`src/logic/period_timer_pkg.sv`:
```
// Constants shared by the period match timer files
package period_timer_pkg;
  // Register byte offsets on APB
  localparam logic [7:0] OFS_TIMER_COUNT  = 8'h00;
  localparam logic [7:0] OFS_TIMER_PERIOD = 8'h04;
  localparam logic [7:0] OFS_TIMER_CTRL   = 8'h08;
  localparam logic [7:0] OFS_IRQ_FLAGS    = 8'h0c;
  localparam logic [7:0] OFS_IRQ_ENABLES  = 8'h10;
  localparam logic [7:0] OFS_IRQ_PRIORITY = 8'h14;
  // Reset values
  localparam logic [7:0] RST_COUNT    = 8'h00;
  localparam logic [7:0] RST_PERIOD   = 8'hff;
  localparam logic [7:0] RST_CTRL     = 8'h00;
  localparam logic [7:0] RST_FLAGS    = 8'h00;
  localparam logic [7:0] RST_ENABLES  = 8'h00;
  localparam logic [7:0] RST_PRIORITY = 8'h3f;
  // Field positions
  localparam int CTRL_CKPS_LSB = 0;
  localparam int CTRL_RUN_BIT  = 2;
  localparam int CTRL_OUTPS_LSB = 3;
  localparam int IRQ_MATCH_BIT = 3;
  // Writable masks
  localparam logic [7:0] CTRL_MASK = 8'h7f;
  localparam logic [7:0] IRQ3_MASK = 8'h3f;
  // Instruction clock is the system clock divided by this plus one
  localparam logic [1:0] INSTR_DIV_LAST = 2'h3;
  // Prescale terminal counts (divide minus one)
  localparam logic [3:0] PRE_LAST_1  = 4'h0;
  localparam logic [3:0] PRE_LAST_4  = 4'h3;
  localparam logic [3:0] PRE_LAST_16 = 4'hf;
endpackage

```
`src/logic/timer_ctl_if.sv`:
```
// Control and event signals between the timer core and its register file
`timescale 1ns/1ns
`default_nettype none
interface timer_ctl_if;
  logic       run;
  logic [1:0] ckps;
  logic [3:0] outps;
  logic       scaler_clr;
  logic       tick;
  logic       post_evt;
  modport core (input run, ckps, outps, scaler_clr, output tick, post_evt);
  modport regs (output run, ckps, outps, scaler_clr, input tick, post_evt);
endinterface
`default_nettype wire

```
`src/logic/timer_scaler.sv`:
```
// Prescaler and postscaler counters of the period match timer
`timescale 1ns/1ns
`default_nettype none
module timer_scaler
  import period_timer_pkg::*;
(
  // Clock and reset
  input  wire logic i_clk,
  input  wire logic i_rst_n,
  // Match from the count register
  input  wire logic i_match,
  // Control
  timer_ctl_if.core ctl
);
  typedef struct packed {
    logic [1:0] instr;
    logic [3:0] pre;
    logic [3:0] post;
  } scal_s;

  scal_s st_r;
  scal_s st_nxt;
  logic [3:0] pre_last;

  function automatic logic [3:0] pre_decode(input logic [1:0] sel);
    if (sel[1]) begin
      return PRE_LAST_16;
    end
    return sel[0] ? PRE_LAST_4 : PRE_LAST_1;
  endfunction

  always_comb begin
    st_nxt = st_r;
    pre_last = pre_decode(ctl.ckps);
    ctl.tick = 1'b0;
    ctl.post_evt = 1'b0;
    if (ctl.run) begin
      st_nxt.instr = st_r.instr + 2'h1;
      if (st_r.instr == INSTR_DIV_LAST) begin
        if (st_r.pre >= pre_last) begin
          st_nxt.pre = 4'h0;
          ctl.tick = 1'b1;
        end else begin
          st_nxt.pre = st_r.pre + 4'h1;
        end
      end
    end
    if (i_match) begin
      if (st_r.post >= ctl.outps) begin
        st_nxt.post = 4'h0;
        ctl.post_evt = 1'b1;
      end else begin
        st_nxt.post = st_r.post + 4'h1;
      end
    end
    if (ctl.scaler_clr) begin
      st_nxt.pre = 4'h0;
      st_nxt.post = 4'h0;
    end
  end

  always_ff @(posedge i_clk or negedge i_rst_n) begin
    if (!i_rst_n) begin
      st_r <= '0;
    end else begin
      st_r <= st_nxt;
    end
  end

  a_pre_bounded: assert property (@(posedge i_clk) disable iff (!i_rst_n)
    st_r.pre <= PRE_LAST_16) else $error("prescaler out of range");
  a_post_clears: assert property (@(posedge i_clk) disable iff (!i_rst_n)
    ctl.scaler_clr |=> st_r.post == 4'h0) else $error("postscaler not cleared");
endmodule
`default_nettype wire

```
`src/logic/period_match_timer_8bit.sv`:
```
// Period match timer with APB register file
// Function
// - Count instruction clock through prescaler 1, 4 or 16 by two select bits.
// - Four-bit postscaler divides match events by select value plus one.
// - Each postscaled match sets match flag, bit 3 of flag register.
// - Control bit 2 runs the timer; zero stops it.
// - Count register is software read/write and resets to zero.
// - Count write, control write or reset clears both scaler counters.
// - Control write leaves the count unchanged.
// - Count rises from zero to period then returns to zero.
// - Period register is software read/write.
// - Period register resets to FFh.
// - Unscaled match goes to PWM units as time base and to the postscaler.
//
// Local design decisions: the register addresses and the APB register port.
`timescale 1ns/1ns
`default_nettype none
module period_match_timer_8bit
  import period_timer_pkg::*;
(
  // Clock and reset
  input  wire logic        i_clk,
  input  wire logic        i_rst_n,
  // APB slave
  input  wire logic        i_psel,
  input  wire logic        i_penable,
  input  wire logic        i_pwrite,
  input  wire logic [7:0]  i_paddr,
  input  wire logic [31:0] i_pwdata,
  input  wire logic [3:0]  i_pstrb,
  output var  logic [31:0] o_prdata,
  output var  logic        o_pready,
  output var  logic        o_pslverr,
  // Device side
  output var  logic        o_pwm_time_base,
  output var  logic        o_match_irq_req,
  output var  logic        o_match_irq_priority
);
  typedef struct packed {
    logic [7:0]  count;
    logic [7:0]  period;
    logic [7:0]  ctrl;
    logic [7:0]  flags;
    logic [7:0]  enables;
    logic [7:0]  priority_r;
    logic [31:0] prdata;
    logic        pready;
    logic        pslverr;
    logic        time_base;
    logic        irq_req;
    logic        clr;
  } tmr_s;

  tmr_s st_r;
  tmr_s st_nxt;
  timer_ctl_if ctl ();
  logic match;
  logic setup;
  logic wr;
  logic lane0;
  logic [7:0] wbyte;

  function automatic logic is_mapped(input logic [7:0] a);
    return a == OFS_TIMER_COUNT || a == OFS_TIMER_PERIOD || a == OFS_TIMER_CTRL
        || a == OFS_IRQ_FLAGS || a == OFS_IRQ_ENABLES || a == OFS_IRQ_PRIORITY;
  endfunction

  timer_scaler u_scaler (
    .i_clk   (i_clk),
    .i_rst_n (i_rst_n),
    .i_match (match),
    .ctl     (ctl.core)
  );

  assign ctl.run = st_r.ctrl[CTRL_RUN_BIT];
  assign ctl.ckps = st_r.ctrl[CTRL_CKPS_LSB +: 2];
  assign ctl.outps = st_r.ctrl[CTRL_OUTPS_LSB +: 4];
  assign ctl.scaler_clr = st_r.clr;
  assign match = ctl.tick && (st_r.count == st_r.period);
  assign setup = i_psel && !i_penable;
  assign wr = i_psel && i_penable && i_pwrite && st_r.pready;
  assign lane0 = i_pstrb[0];
  assign wbyte = i_pwdata[7:0];

  always_comb begin
    st_nxt = st_r;
    st_nxt.clr = 1'b0;
    st_nxt.time_base = 1'b0;
    st_nxt.pready = 1'b0;
    st_nxt.pslverr = 1'b0;
    if (ctl.tick) begin
      st_nxt.count = match ? 8'h00 : st_r.count + 8'h01;
    end
    st_nxt.time_base = match;
    // Setup phase prepares zero-wait-state answer
    if (setup) begin
      st_nxt.pready = 1'b1;
      st_nxt.pslverr = !is_mapped(i_paddr);
      st_nxt.prdata = 32'h0;
      if (!i_pwrite) begin
        unique case (i_paddr)
          OFS_TIMER_COUNT:  st_nxt.prdata[7:0] = st_r.count;
          OFS_TIMER_PERIOD: st_nxt.prdata[7:0] = st_r.period;
          OFS_TIMER_CTRL:   st_nxt.prdata[7:0] = st_r.ctrl;
          OFS_IRQ_FLAGS:    st_nxt.prdata[7:0] = st_r.flags;
          OFS_IRQ_ENABLES:  st_nxt.prdata[7:0] = st_r.enables;
          OFS_IRQ_PRIORITY: st_nxt.prdata[7:0] = st_r.priority_r;
          default:          st_nxt.prdata = 32'h0;
        endcase
      end
    end
    if (wr && lane0) begin
      unique case (i_paddr)
        OFS_TIMER_COUNT: begin
          st_nxt.count = wbyte;
          st_nxt.clr = 1'b1;
        end
        OFS_TIMER_PERIOD: st_nxt.period = wbyte;
        OFS_TIMER_CTRL: begin
          st_nxt.ctrl = wbyte & CTRL_MASK;
          st_nxt.clr = 1'b1;
        end
        // software clears flag by writing zero
        OFS_IRQ_FLAGS:    st_nxt.flags = wbyte & st_r.flags & IRQ3_MASK;
        OFS_IRQ_ENABLES:  st_nxt.enables = wbyte & IRQ3_MASK;
        OFS_IRQ_PRIORITY: st_nxt.priority_r = wbyte & IRQ3_MASK;
        default:          st_nxt.clr = st_nxt.clr;
      endcase
    end
    // postscaled match sets flag, winning over clear
    if (ctl.post_evt) begin
      st_nxt.flags[IRQ_MATCH_BIT] = 1'b1;
    end
    // request while flag and enable set
    st_nxt.irq_req = st_nxt.flags[IRQ_MATCH_BIT] && st_nxt.enables[IRQ_MATCH_BIT];
  end

  always_ff @(posedge i_clk or negedge i_rst_n) begin
    if (!i_rst_n) begin
      st_r <= '0;
      st_r.count <= RST_COUNT;
      st_r.period <= RST_PERIOD;
      st_r.ctrl <= RST_CTRL;
      st_r.flags <= RST_FLAGS;
      st_r.enables <= RST_ENABLES;
      st_r.priority_r <= RST_PRIORITY;
    end else begin
      st_r <= st_nxt;
    end
  end

  assign o_prdata = st_r.prdata;
  assign o_pready = st_r.pready;
  assign o_pslverr = st_r.pslverr;
  assign o_pwm_time_base = st_r.time_base;
  assign o_match_irq_req = st_r.irq_req;
  assign o_match_irq_priority = st_r.priority_r[IRQ_MATCH_BIT];

  a_stop_holds: assert property (@(posedge i_clk) disable iff (!i_rst_n)
    !ctl.run && !wr |=> $stable(st_r.count)) else $error("count moved while stopped");
  a_wrap_zero: assert property (@(posedge i_clk) disable iff (!i_rst_n)
    match |=> st_r.count == 8'h00 ##0 st_r.time_base) else $error("no wrap at period");
  a_count_step: assert property (@(posedge i_clk) disable iff (!i_rst_n)
    ctl.tick && !match && !(wr && i_paddr == OFS_TIMER_COUNT)
    |=> st_r.count == $past(st_r.count) + 8'h01) else $error("count step wrong");
  a_flag_sets: assert property (@(posedge i_clk) disable iff (!i_rst_n)
    ctl.post_evt |=> st_r.flags[IRQ_MATCH_BIT]) else $error("flag not set");
  a_ctrl_keeps: assert property (@(posedge i_clk) disable iff (!i_rst_n)
    wr && lane0 && i_paddr == OFS_TIMER_CTRL && !ctl.tick
    |=> st_r.count == $past(st_r.count) && st_r.clr) else $error("control write hit count");
  a_count_write: assert property (@(posedge i_clk) disable iff (!i_rst_n)
    wr && lane0 && i_paddr == OFS_TIMER_COUNT
    |=> st_r.count == $past(wbyte) ##1 ctl.scaler_clr == 1'b0) else $error("count write");
  a_period_write: assert property (@(posedge i_clk) disable iff (!i_rst_n)
    wr && lane0 && i_paddr == OFS_TIMER_PERIOD |=> st_r.period == $past(wbyte))
    else $error("period write lost");
  a_irq_level: assert property (@(posedge i_clk) disable iff (!i_rst_n)
    st_r.flags[IRQ_MATCH_BIT] && st_r.enables[IRQ_MATCH_BIT] |-> o_match_irq_req)
    else $error("request missing");
  a_flag_sticky: assert property (@(posedge i_clk) disable iff (!i_rst_n)
    st_r.flags[IRQ_MATCH_BIT] && !wr |=> st_r.flags[IRQ_MATCH_BIT])
    else $error("flag dropped");
endmodule
`default_nettype wire

```
`config.mk`:
```
export PLATFORM = sky130hd
export DESIGN_NAME = period_match_timer_8bit
export DESIGN_NICKNAME = d
export VERILOG_FILES = /design/src/logic/period_timer_pkg.sv /design/src/logic/timer_ctl_if.sv /design/src/logic/timer_scaler.sv /design/src/logic/period_match_timer_8bit.sv
export SDC_FILE = /design/constraint.sdc
export NUM_CORES = 1
export LEC_CHECK = 0
export ABC_AREA = 1
export BUFFER_PORTS_ARGS = -buffer_cell sky130_fd_sc_hd__clkbuf_2
export CORE_UTILIZATION = 55
export CTS_CLUSTER_SIZE = 25
export DETAILED_ROUTE_END_ITERATION = 8
export GPL_TIMING_DRIVEN = 0
export PLACE_DENSITY_LB_ADDON = 0.05
export SLEW_MARGIN = 0
export SYNTH_ARGS = -nofsm -noshare
export SYNTH_HDL_FRONTEND = slang
export SYNTH_SLANG_ARGS = --single-unit
```
`constraint.sdc`:
```
create_clock -name i_clk -period 1.95 [get_ports i_clk]
set_input_delay 0 -clock i_clk [delete_from_list [all_inputs] [get_ports i_clk]]
set_output_delay 0 -clock i_clk [all_outputs]
set_load 0.02 [all_outputs]
```
# After elaboration in Yosys (flattened, before gate mapping)
# Cells that the tools add are included.
[word_totals]
ff_bits = 64
elab_cells = 86
[classes]
n_addsub = 4
n_lt_le_gt_ge = 2
n_eq_ne = 7
mux = 30
bitwise = 1
n_reduce_logical = 25
[op_table]
columns = ["op", "n"]
rows = [
  ["$mux W48", 1],
  ["$mux W8", 6],
  ["$pmux W8 S6", 1],
  ["$mux W4", 7],
  ["$mux W6", 3],
  ["$eq A8 B4 Y1 const B", 2],
  ["$eq A8 B5 Y1 const B", 2],
  ["$reduce_and A2 Y1", 6],
  ["$mux W1", 9],
  ["$add A4 B1 Y4 const B", 2],
  ["$add A8 B1 Y8 const B", 1],
  ["$eq A8 B3 Y1 const B", 1],
  ["$eq A8 B8 Y1", 1],
  ["$ge A4 B4 Y1", 2],
  ["$logic_not A8 Y1", 1],
  ["$logic_and A1 B1 Y1", 7],
  ["$mux W7", 1],
  ["$and A6 B6 Y6", 1],
  ["$reduce_bool A2 Y1", 3],
  ["$logic_or A1 B1 Y1", 5],
  ["$mux W2", 2],
  ["$add A2 B1 Y2 const B", 1],
  ["$eq A2 B2 Y1 const B", 1],
  ["$logic_not A1 Y1", 2],
  ["$reduce_or A2 Y1", 1],
]

# Depth between registers and ports, before layout
# Gate-level depths: netlist of run 1.
[logic_depth]
ltp_word = 13
mapped_depth = 15
ltp_nobuf = 15

# Cells and area by module
# Synthesis of run 1 repeated with hierarchy kept, for this count alone.
[unflattened]
cells_unflattened = 508
hier_area_um2 = 4057.6
[modules_own_cells]
columns = ["module", "n_inst", "cells_each", "area_per_inst_um2", "seq_area_each_um2"]
rows = [
  ["period_match_timer_8bit", 1, 409, 3301.9, 1368.8],
  ["timer_scaler", 1, 99, 755.7, 250.2],
]

# Worst setup path before layout of run 1
# Ideal clock, no wire load.
[synth_path]
kind = "flip-flop to flip-flop"
startpoint = "reg st_r (netlist bit ctl.ckps[1])"
endpoint = "reg u_scaler.st_r[3] (netlist name)"
setup_ps = 118
arrival_time_ps = 1597
slack_ps = 236
stages_incl_launch_ff = 13
synth_period_minus_slack_ps = 1714
cell_sequence = "dfrtp_1 -> nor2_1 -> inv_1 -> ha_1 -> nand4_1 -> nand3_1 -> nand2_2 -> inv_2 -> nand2_4 -> nand2_2 -> inv_1 -> nand2_1 -> nand2_1"
[synth_between]
elab_chain_len = 8
[synth_rtl]
columns = ["item", "line_no", "text"]
rows = [
  ["start, declared", "period_match_timer_8bit.sv:54", "tmr_s st_r;"],
  ["start signal, assigned", "period_match_timer_8bit.sv:148", "st_r <= st_nxt;"],
  ["$mux W1", "timer_scaler.sv:26", "if (sel[1]) begin"],
  ["$mux W4", "timer_scaler.sv:29", "return sel[0] ? PRE_LAST_4 : PRE_LAST_1;"],
  ["$ge A4 B4 Y1", "timer_scaler.sv:40", "if (st_r.pre >= pre_last) begin"],
  ["$mux W1", "timer_scaler.sv:40", ""],
  ["$mux W1", "timer_scaler.sv:39", "if (st_r.instr == INSTR_DIV_LAST) begin"],
  ["$mux W1", "timer_scaler.sv:37", "if (ctl.run) begin"],
  ["$logic_and A1 B1 Y1", "period_match_timer_8bit.sv:79", "assign match = ctl.tick && (st_r.count == st_r.period);"],
  ["$reduce_bool A2 Y1 (no line)", "n/a", ""],
  ["end signal, assigned", "timer_scaler.sv:66", "st_r <= st_nxt;"],
  ["end, declared", "timer_scaler.sv:21", "scal_s st_r;"],
]
# Every way passes these cells.
# A chain may end at the register's enable or synchronous reset.

==> summary.md, run 1 <==
| Metric | Value |
|---|---|
| Required time worst endpoint | `2220 ps` |
| Core ar. | `6756 um^2` |
| # IOs | `86` |
| Nets | `607` |
| Peak VDD IR | `0.4809 mV` |
| Post-synth ARST share | `100.0%` |
| Die area | `7297 um^2` |
| Period minus WS final | `1830 ps` |
| Worst Path Max Fanout | `8` |
| Register area share after synthesis | `42.30%` |
| 1st-pass router iterations | `4` |
| Flops & latches, synth | `64` |
| Cell Chain, Critical Path | `nor2_2, inv_1, ha_1, nand4_1, nand3_4, nand2_4, inv_6, nand2_8, clkinv_2, nand2_1, a21oi_1` |
| Final Setup Violations | `0` |
| CP startpoint kind | `register` |
| Clk_lat worst skew | `340 ps` |
| Total GRT Usage | `24.78%` |
| Diode count | `0` |
| Fin. Hold Viols | `0` |
| Clock Skews | `5.151 ps` |
| Final Wtd Congestion | `0.8462` |
| # H-tree levels | `3` |
| Yosys top cell by area | `dfrtp_1` |
| Area occupied by multi-input gates | `1815 um^2` |
| Tcrit/Tclk final | `93.83%` |
| Area share of the largest cell type after synthesis | `32.69%` |
| Fmax | `546.6 MHz` |
| Syn. warnings | `0` |
| Setup CP Type | `reg2reg` |
| Hpwl dp | `6.181 mm` |
| EDFF count, synth | `0` |
| Drt wl/cell | `13.01 um` |
| Site Rows | `30` |
| Antenna violations before repair | `0` |
| Top cells by area, synth | `dfrtp_1 (33%), nand2_1 (13%), dfstp_2 (9.6%)` |
| CTS Buf Count | `9` |
| Routed vias | `3165` |
| Mux share of post-synthesis cell area | `0.2942%` |
| Max Slew Vio Count | `0` |
| Fin Setup TNS | `0 ps` |
| Unique masters post-synth | `39` |
| CTS tree | `yes` |
| Adder-Cell Fraction of Synth Area | `3.923%` |
| Simple-gate share of the synthesized area | `27.66%` |
| Starting density of the core | `56.65%` |
| Top FF cell, synth | `dfrtp_1` |
| Outcome | `completed` |
| Gate count of the mapped netlist | `464` |
| Die W | `85.42 um` |
| Reg clk slew, reported paths | `70 ps` |
| Syn_area_per_cell | `8.249 um^2` |
| Clock sink count | `64` |
| Power density cells | `600.4 nW/um^2` |
| Compound-cell area share of the yosys netlist | `10.89%` |
| Most frequent cell after synthesis | `nand2_1` |
| Largest family of logic cells by synthesized area | `simple AND/OR/NAND/NOR gates` |
| GR Overflow Total | `0` |
| Area of the mapped netlist | `3827 um^2` |
| Worst-Margin Slew | `876.7 ps` |
| Die height | `85.42 um` |
| DR vias/cell | `5.016` |
| Synth-to-layout area growth | `19.55%` |
| XOR/XNOR share of the synthesized area | `1.144%` |
| Worst R2R Setup Slack | `120 ps` |
| Max_slew headroom | `41.55%` |
| Vias in the first global route | `2969` |
| Core Util, Final | `67.72%` |
| Register area | `1619 um^2` |
| Clk root buf | `clkbuf_8` |
| Wirelength, routed | `8.210 mm` |
| Pin count of the biggest net entering global routing | `65` |
| Top cells by count, synth | `nand2_1 (128), dfrtp_1 (50), inv_1 (50), buf_4 (33), nand3_1 (32)` |
| CP endpoint kind | `register` |
| Crit-path max cell delay | `410 ps` |
| Critical path arrival | `2090 ps` |
| Min-Delay Path Class | `in2reg` |
| Routed Antenna Nets | `0` |
| CP max stage cell | `dfrtp_1` |
| Clk buf depth | `2` |
| Global-route wire length before repair | `13.94 mm` |
| Fill cells | `578` |
| Pleak | `2.433 nW` |
| Initial DRC Count | `206` |
| Max-cap violation count | `0` |
| Post-route DRC | `0` |
| Port Buffers | `34` |
| Layout cell share with drive strength beyond 1 | `28.68%` |
## logic make-up after synthesis
logic type	count (synthesis)
AO/OA/AOI/OAI	68
buffers and inverters	98
adder cells (fa/ha/maj)	12
multiplexers	1
other	1
XOR/XNOR	5
flip-flops	64
AND/OR/NAND/NOR	215
## cells in the final DEF, fill, tap and decap left out, types with 6 or more instances in the layout
master	Yosys	layout
o21ai_2	13	13
clkbuf_2	0	33
inv_1	50	49
nand2_1	128	128
inv_2	7	7
clkbuf_8	0	12
o21ai_0	28	28
conb_1	1	24
buf_4	33	37
dfrtp_1	50	50
dlygate4sd3_1	0	10
nand2_4	6	6
ha_1	12	11
nand4_1	7	7
nor2_1	21	20
dfstp_2	14	14
nand3_1	32	31
o21ai_1	6	6
a21oi_1	10	9
## layout make-up
class | instances | share of cell area (%)
flip-flops and latches | 64 | 35.38
repair buffers | 48 | 6.617
clock inverters | 3 | 0.8750
multi-input cells | 325 | 39.68
inverters | 61 | 5.305
plain buffers | 37 | 6.262
clock buffers | 13 | 3.692
well taps | 80 | 2.188
## routing by layer
| metal | up-vias | share of wire, % | track usage (%) | routed length [um] |
|---|---|---|---|---|
| met5 | - | 0 | 0 | 0 |
| met4 | 0 | 2.5 | 10.30 | 208 |
| met3 | 16 | 5.3 | 3.891 | 433 |
| met2 | 91 | 46 | 38.76 | 3737 |
| met1 | 1453 | 47 | 34.52 | 3831 |
| li1 | 1605 | - | - | - |
## sequential cells by signal, indices dropped and copies added (netlist names)
register and cells:
ctl.ckps 2, ctl.outps 4, ctl.run 1, ctl.scaler_clr 1
o_match_irq_priority 1, o_match_irq_req 1, o_prdata 8, o_pready 1
o_pslverr 1, o_pwm_time_base 1, st_r 33, u_scaler.st_r 10
## stage by stage
stage                     setup slack [ps]  power, mW  hold slack (ps)  std cells  instance area, um^2
after floorplan                      235.6      1.492           -295.6        487                 3914
after global placement              -113.0      1.564            192.3        601                 4184
after detailed placement            -160.7      1.567            197.2        601                 4187
after CTS                            17.82      2.776            5.504        628                 4519
after global routing                -7.508      2.847            64.75        631                 4576
final                                120.4      2.747            10.21        631                 4576
## worst paths after layout
path                                   from          endpoint  cells after the start
max                             ctl.ckps[1]   o_match_irq_req                     11
min                              i_paddr[3]         o_pslverr                      3
min reg2reg                u_scaler.st_r[8]  u_scaler.st_r[8]                      1
max in group asynchronous           i_rst_n          st_r[46]                      2
max reg2reg                     ctl.ckps[1]   o_match_irq_req                     11
min in group asynchronous           i_rst_n  u_scaler.st_r[7]                      2
## power by group
part | internal [mW] | switching (mW) | leakage [nW]
logic | 0.0770 | 0.142 | 1.52
registers | 1.34 | 0.00365 | 0.799
clock network | 0.692 | 0.497 | 0.109
## what timing repair did
| item | 4_1_cts | 5_1_grt |
|---|---|---|
| hold buffers | 10 | 0 |
| cloned | 0 | 0 |
| setup buffers | 1 | 3 |
| endpoints found under the hold margin | 62 | 0 |
| endpoints found under the setup margin | 14 | 13 |
| pin swaps | 0 | 3 |
| gates resized for setup | 3 | 7 |
## critical path: cells and delay by family, from the launching register on
family | cells | cell delay (ps)
AOI/OAI and AO/OA | 1 | 140
adders and majority gates | 1 | 260
DFF | 1 | 410
and+or+nand+nor | 6 | 700
buffers and inverters | 3 | 250
(Power assumes the default switching activity.)
==> inputs of run 2 (changes only) <==
- ABC_AREA: 1 -> default
- CORE_UTILIZATION: 55 -> 54
- REMOVE_ABC_BUFFERS: default -> 1
==> run 2 against run 1 <==
Net effect:
- clock skew up 2.5 ps
- critical path type unchanged
- largest power group unchanged
- non-clock buffer count down 34
- the run now ends with DRC, setup timing left
- clock power down 12%
==> summary.md, run 2 <==
| Metric | Value |
|---|---|
| Vias in the first global route | `2468 (-17%)` |
| CTS Buf Count | `9 (unchanged)` |
| Min-Delay Path Class | `in2reg` |
| Fin. Hold Viols | `0 (unchanged)` |
| Syn_area_per_cell | `10.45 um^2 (+27%)` |
| Peak VDD IR | `0.4355 mV (-9.4%)` |
| GR Overflow Total | `0 (unchanged)` |
| Required time worst endpoint | `2210 ps (about the same)` |
| CTS tree | `yes` |
| Max_slew headroom | `39.43% (-2.1 points)` |
| Period minus WS final | `2036 ps (+206.2 ps)` |
| Layout cell share with drive strength beyond 1 | `31.14% (+2.5 points)` |
| Die height | `83.85 um (-1.8%)` |
| Die W | `83.85 um (-1.8%)` |
| Pin count of the biggest net entering global routing | `65 (unchanged)` |
| EDFF count, synth | `0 (unchanged)` |
| Power density cells | `626.5 nW/um^2 (+4.4%)` |
| Largest register by flop count | `st_r` |
| Nets | `451 (-26%)` |
| # IOs | `86 (unchanged)` |
| Placed Cells | `439 (-27%)` |
| Die area | `7030 um^2 (-3.7%)` |
| Diode count | `0 (unchanged)` |
| Clock sink count | `64 (unchanged)` |
| Total Power | `2.592 mW (-5.7%)` |
| Simple-gate share of the synthesized area | `15.43% (-12 points)` |
| Commonest non-fill, non-tap cell in the layout | `dfrtp_1` |
| Tcrit/Tclk final | `104.4% (+11 points)` |
| Most frequent cells in the layout | `dfrtp_1 (50), nand2_1 (36), clkbuf_2 (33)` |
| Starting density of the core | `56.32% (-0.33 points)` |
| Clk buf depth | `2 (unchanged)` |
| Max-cap violation count | `0 (unchanged)` |
| Fill cells | `517 (-11%)` |
| Clock Skews | `7.701 ps (+2.550 ps)` |
| RSZ-0062 raised after global routing | `yes` |
| Flip-flop count of the largest register after layout | `33 (unchanged)` |
| Adder-Cell Fraction of Synth Area | `4.151% (+0.23 points)` |
| Fin worst setup slack | `-85.78 ps (-206.2 ps)` |
| Hpwl dp | `5.327 mm (-14%)` |
| 1st-pass router iterations | `7 (+3)` |
| Routed vias | `2651 (-16%)` |
| Largest family of logic cells by synthesized area | `simple AND/OR/NAND/NOR gates` |
| Register area | `1619 um^2 (unchanged)` |
| Layout Cells excl Fill | `472 (-25%)` |
| Worst Path Max Fanout | `8 (unchanged)` |
| CP delay by family, top | `compound AO/OA/AOI/OAI gates` |
| Failing checks | `DRC, setup timing` |
| Clk_lat worst skew | `340 ps (about the same)` |
| Fmax | `491.2 MHz (-10%)` |
| Area after DPL | `3681 um^2 (-12%)` |
| Total GRT Usage | `24.16% (-0.62 points)` |
| Initial DRC Count | `139 (-33%)` |
| Gate count of the mapped netlist | `346 (-25%)` |
| Antenna violations before repair | `0 (unchanged)` |
| Cell Chain, Critical Path | `or2_4, ha_4, o21ai_4, a211oi_4, buf_6, nor2b_4, a22oi_1, o21ai_1` |
| Pre-CTS setup slack | `-652.2 ps (-491.5 ps)` |
| Register area share after synthesis | `44.76% (+2.5 points)` |
| Worst-Margin Slew | `901.7 ps (+25.01 ps)` |
| # H-tree levels | `3 (unchanged)` |
| Global-route wire length before repair | `12.74 mm (-8.6%)` |
| Drt wl/cell | `16.91 um (+30%)` |
| XOR/XNOR share of the synthesized area | `2.179% (+1.0 points)` |
| Pleak | `1.923 nW (-21%)` |
| Top cells by area, synth | `dfrtp_1 (35%), dfstp_2 (10%), buf_4 (6.8%)` |
| Unique masters post-synth | `55 (+41%)` |
| CP endpoint kind | `register` |
| Site Rows | `29 (-3.3%)` |
| Crit path buffers/inverters | `1 (-2)` |
| CP startpoint kind | `register` |
| Core ar. | `6422 um^2 (-4.9%)` |
| Area occupied by multi-input gates | `1863 um^2 (+2.6%)` |
| Final Wtd Congestion | `0.7755 (-8.4%)` |
| Setup CP Type | `reg2reg` |
| Outcome | `finished, violations left` |
| Port Buffers | `34 (unchanged)` |
| Routed Antenna Nets | `0 (unchanged)` |
| Area of the mapped netlist | `3617 um^2 (-5.5%)` |
| Min Hold Slack | `4.291 ps (-5.921 ps)` |
| Most frequent cell after synthesis | `dfrtp_1` |
| CP max stage cell | `dfrtp_1` |
| Crit-path max cell delay | `410 ps (about the same)` |
| Compound-cell area share of the yosys netlist | `12.76% (+1.9 points)` |
| Flops & latches, synth | `64 (unchanged)` |
| Max Slew Vio Count | `0 (unchanged)` |
| Yosys top cell by area | `dfrtp_1` |
| Critical path arrival | `2300 ps (+210 ps)` |
| Post-Layout Inst Area | `4136 um^2 (-9.6%)` |
| Reg clk slew, reported paths | `70 ps (about the same)` |
| Area share of the largest cell type after synthesis | `34.59% (+1.9 points)` |
| Wirelength, routed | `7.983 mm (-2.8%)` |
| DR vias/cell | `5.617 (+12%)` |
| Top FF cell, synth | `dfrtp_1` |
| Post-route DRC | `18 (+18)` |
| Clk root buf | `clkbuf_8` |
| Final Setup Violations | `9 (+9)` |
| Mux share of post-synthesis cell area | `11.31% (+11 points)` |
| Post-synth ARST share | `100.0% (unchanged)` |
| Syn. warnings | `0 (unchanged)` |
| Synth-to-layout area growth | `14.35%` |
| Top cells by count, synth | `dfrtp_1 (50), nand2_1 (36), buf_4 (33), o21ai_0 (31), mux2_2 (22)` |
[run 2: final timing paths]
kind | startpoint | end | slack, ps | cells after the start
max in group asynchronous | i_rst_n | st_r[46] | 1050 | 2
min in group asynchronous | i_rst_n | o_pslverr | 340 | 2
worst max-delay path | ctl.ckps[1] | st_r[79] | -90 | 8
worst min-delay path | i_pwrite | o_prdata[7] | 4 | 3
worst max register to register | ctl.ckps[1] | st_r[79] | -90 | 8
worst min register to register | u_scaler.st_r[8] | u_scaler.st_r[8] | 470 | 1
[run 2: report_power, final]
part,switching (mW),total [mW],internal [mW]
Sequential,0.00604,1.35,1.34
Combinational,0.138,0.196,0.0580
Clock,0.482,1.05,0.569
[run 2: cell families after synthesis]
family,Yosys count
other,1
AO/OA/AOI/OAI,73
AND/OR/NAND/NOR,101
adder cells (fa/ha/maj),12
multiplexers,33
flip-flops,64
XOR/XNOR,9
buffers and inverters,53
[run 2: worst register-to-register path: stages, from the launching register on]
cell	delay, ps
dfrtp_1	410
or2_4	280
ha_4	280
o21ai_4	60
a211oi_4	250
buf_6	160
nor2b_4	270
a22oi_1	130
o21ai_1	120
[run 2: metrics by stage]
step / TNS (ps) / util [%]
2_1_floorplan: -1621 / -
3_3_place_gp: -6173 / 57.28
3_5_place_dp: -7202 / 57.32
4_1_cts: -716.0 / 64.23
5_1_grt: -1904 / 64.41
6_report: -527.8 / 64.41
[run 2: repair_timing]
action / CTS / global route
setup endpoints to repair: 18 / 15
hold buffers: 10 / 0
cloned: 1 / 0
setup buffers: 7 / 1
gates resized for setup: 24 / 12
pin swaps: 13 / 7
endpoints found under the hold margin: 76 / 0
[run 2: layout make-up]
cell class	count	share of cell area, %
timing repair buffer	51	8.046
tap	77	2.329
clock buffer	16	4.356
inverter	12	1.089
sequential	64	39.14
multi-input combinational	252	45.04
[run 2: routing by layer]
layer  wire, um  share of wire, %  GRT usage (%)
met5          0                 0              0
met2       3573                45          35.77
met3        329               4.1          3.462
met1       3872                49          34.85
met4        208               2.6          11.76
==> inputs of run 3 (changes only) <==
- SKIP_LAST_GASP: default -> 1
==> run 3 against run 2 <==
Net effect:
- the run ends with DRC, hold timing, setup timing left
- die area stayed put
- clock skew fell by 1.6 ps
- via count rose by 0.30%
- final area shrank 0.24%
- critical path type unchanged
- largest cell class unchanged
- largest power group unchanged
==> summary.md, run 3 (same netlist as run 2, synthesis figures left out) <==
| Metric | Value |
|---|---|
| Fin worst setup slack | `-75.09 ps (+10.69 ps)` |
| Nets | `450 (-0.22%)` |
| Initial DRC Count | `143 (+2.9%)` |
| Vias in the first global route | `2465 (-0.12%)` |
| Fin Setup TNS | `-470.7 ps (+57.12 ps)` |
| Pre-CTS setup slack | `-652.2 ps (unchanged)` |
| CTS tree | `yes` |
| Worst R2R Setup Slack | `-80 ps (about the same)` |
| Tcrit/Tclk final | `103.9% (-0.55 points)` |
| GR Overflow Total | `0 (unchanged)` |
| Clk_lat worst skew | `340 ps (about the same)` |
| Cell Chain, Critical Path | `or2_4, ha_4, o21ai_4, a211oi_4, buf_6, nor2b_4, a22oi_1, o21ai_1` |
| Hold endpoint | `st_r[79]` |
| Worst r2r path cells | `8 (unchanged)` |
| Post-Layout Inst Area | `4126 um^2 (-0.24%)` |
| Pleak | `1.919 nW (-0.22%)` |
| Clk buf depth | `2 (unchanged)` |
| Period minus WS final | `2025 ps (-10.69 ps)` |
| # H-tree levels | `3 (unchanged)` |
| Min Hold Slack | `-5.375 ps (-9.667 ps)` |
| Fmax | `493.8 MHz (+0.53%)` |
| Critical path arrival | `2290 ps (about the same)` |
| Core ar. | `6422 um^2 (unchanged)` |
| Max_slew headroom | `38.51% (-0.92 points)` |
| RSZ-0062 raised after global routing | `yes` |
| Hold_sp | `i_pwdata[2]` |
| CP delay by family, top | `compound AO/OA/AOI/OAI gates` |
| CTS Buf Count | `9 (unchanged)` |
| Setup CP Type | `reg2reg` |
| Clock Skews | `6.146 ps (-1.555 ps)` |
| Pin count of the biggest net entering global routing | `65 (unchanged)` |
| Worst hold path depth | `3 (unchanged)` |
| Starting density of the core | `56.32% (unchanged)` |
| Final Setup Violations | `9 (unchanged)` |
| Clk root buf | `clkbuf_8` |
| Area after DPL | `3681 um^2 (unchanged)` |
| CP startpoint kind | `register` |
| R2R Path End | `st_r[79]` |
| Commonest non-fill, non-tap cell in the layout | `dfrtp_1` |
| Failing checks | `DRC, hold timing, setup timing` |
| Diode count | `0 (unchanged)` |
| Required time worst endpoint | `2220 ps (about the same)` |
| Worst Path Max Fanout | `8 (unchanged)` |
| Routed Antenna Nets | `0 (unchanged)` |
| Die area | `7030 um^2 (unchanged)` |
| Hpwl dp | `5.327 mm (unchanged)` |
| Outcome | `finished, violations left` |
| Total Power | `2.584 mW (-0.29%)` |
| Port Buffers | `34 (unchanged)` |
| Fin. Hold Viols | `1 (+1)` |
| Layout cell share with drive strength beyond 1 | `31.22% (+0.079 points)` |
| # IOs | `86 (unchanged)` |
| Wirelength, routed | `7.944 mm (-0.49%)` |
| Most frequent cells in the layout | `dfrtp_1 (50), nand2_1 (36), clkbuf_2 (33)` |
| Clock sink count | `64 (unchanged)` |
| CP endpoint kind | `register` |
| Site Rows | `29 (unchanged)` |
| 1st-pass router iterations | `6 (-1)` |
| Global-route wire length before repair | `12.74 mm (about the same)` |
| Reg2reg start | `ctl.ckps[1]` |
| Routed vias | `2659 (+0.30%)` |
| Drt wl/cell | `16.87 um (-0.28%)` |
| Final Wtd Congestion | `0.7755 (unchanged)` |
| Power density cells | `626.2 nW/um^2 (about the same)` |
| Die height | `83.85 um (unchanged)` |
| CP max stage cell | `dfrtp_1` |
| Synth-to-layout area growth | `14.08%` |
| Reg clk slew, reported paths | `60 ps (about the same)` |
| Largest register by flop count | `st_r` |
| Core Util, Final | `64.25% (-0.16 points)` |
| Min-Delay Path Class | `in2reg` |
| Total GRT Usage | `24.14% (about the same)` |
| Max-cap violation count | `0 (unchanged)` |
| Flip-flop count of the largest register after layout | `33 (unchanged)` |
| Worst-Margin Slew | `915.4 ps (+13.67 ps)` |
| DR vias/cell | `5.645 (+0.51%)` |
| Peak VDD IR | `0.4346 mV (-0.20%)` |
| Crit-path max cell delay | `410 ps (about the same)` |
| Die W | `83.85 um (unchanged)` |
| Antenna violations before repair | `0 (unchanged)` |
| Max Slew Vio Count | `0 (unchanged)` |
| Crit path buffers/inverters | `1 (unchanged)` |
| Post-route DRC | `18 (unchanged)` |
==> run 3: changes by cell type in the layout (fill, tap and decap cells not counted), sizes merged <==
cell / previous run / this run
dlygate4sd3: 10 / 9
==> run 3: area by class of cell <==
type                            count  area [um^2]
Clock buffer                       16        180.2
Fill cell                         519         2296
Inverter                           12        45.04
Multi-Input combinational cell    252         1863
Sequential cell                    64         1619
Tap cell                           77        96.34
Timing Repair Buffer               50        322.8
==> run 3: worst reg2reg max path, cell delays in order, from the launching register on <==
cell and delay, ps:
dfrtp_1 410, or2_4 280, ha_4 280, o21ai_4 60, a211oi_4 250, buf_6 160, nor2b_4 270, a22oi_1 130
o21ai_1 120
==> run 3: worst max-delay path by stage <==
stage,cells past startpoint,end,startpoint,slack (ps)
6_report,8,st_r[79],ctl.ckps[1],-80
5_1_grt,8,st_r[79],ctl.ckps[1],-180
4_1_cts,9,st_r[81],ctl.ckps[0],-130
3_5_place_dp,7,st_r[81],ctl.ckps[1],-650
3_3_place_gp,7,st_r[81],ctl.ckps[1],-570
2_1_floorplan,7,st_r[79],ctl.ckps[1],-200
==> run 3: power breakdown <==
part	total, mW	leakage [nW]	internal (mW)	switching [mW]
Combinational	0.194	1.05	0.0567	0.137
Clock	1.04	0.0910	0.569	0.476
Sequential	1.35	0.777	1.34	0.00604
==> run 3: per-stage QoR <==
stage	hold slack, ps	instances
after floorplan	-295.6	328
after global placement	234.7	439
after detailed placement	187.9	439
after CTS	1.842	472
after global routing	12.01	471
final	-5.375	471
==> run 3: repair_timing <==
| action | 4_1_cts | 5_1_grt |
|---|---|---|
| gates cloned | 1 | 0 |
| hold endpoints to repair | 75 | 0 |
| resized for setup | 20 | 16 |
| setup endpoints to repair | 18 | 15 |
| pin swaps | 13 | 7 |
| buffers inserted | 7 | 1 |
| hold buffers | 9 | 0 |
==> run 3: per-layer routing <==
metal  GRT usage, %  up-vias  wire, um
li1               -     1261         -
met2          35.84       97      3601
met5              0        -         0
met1          34.72     1284      3749
met3          3.462       17       383
met4          11.76        0       210
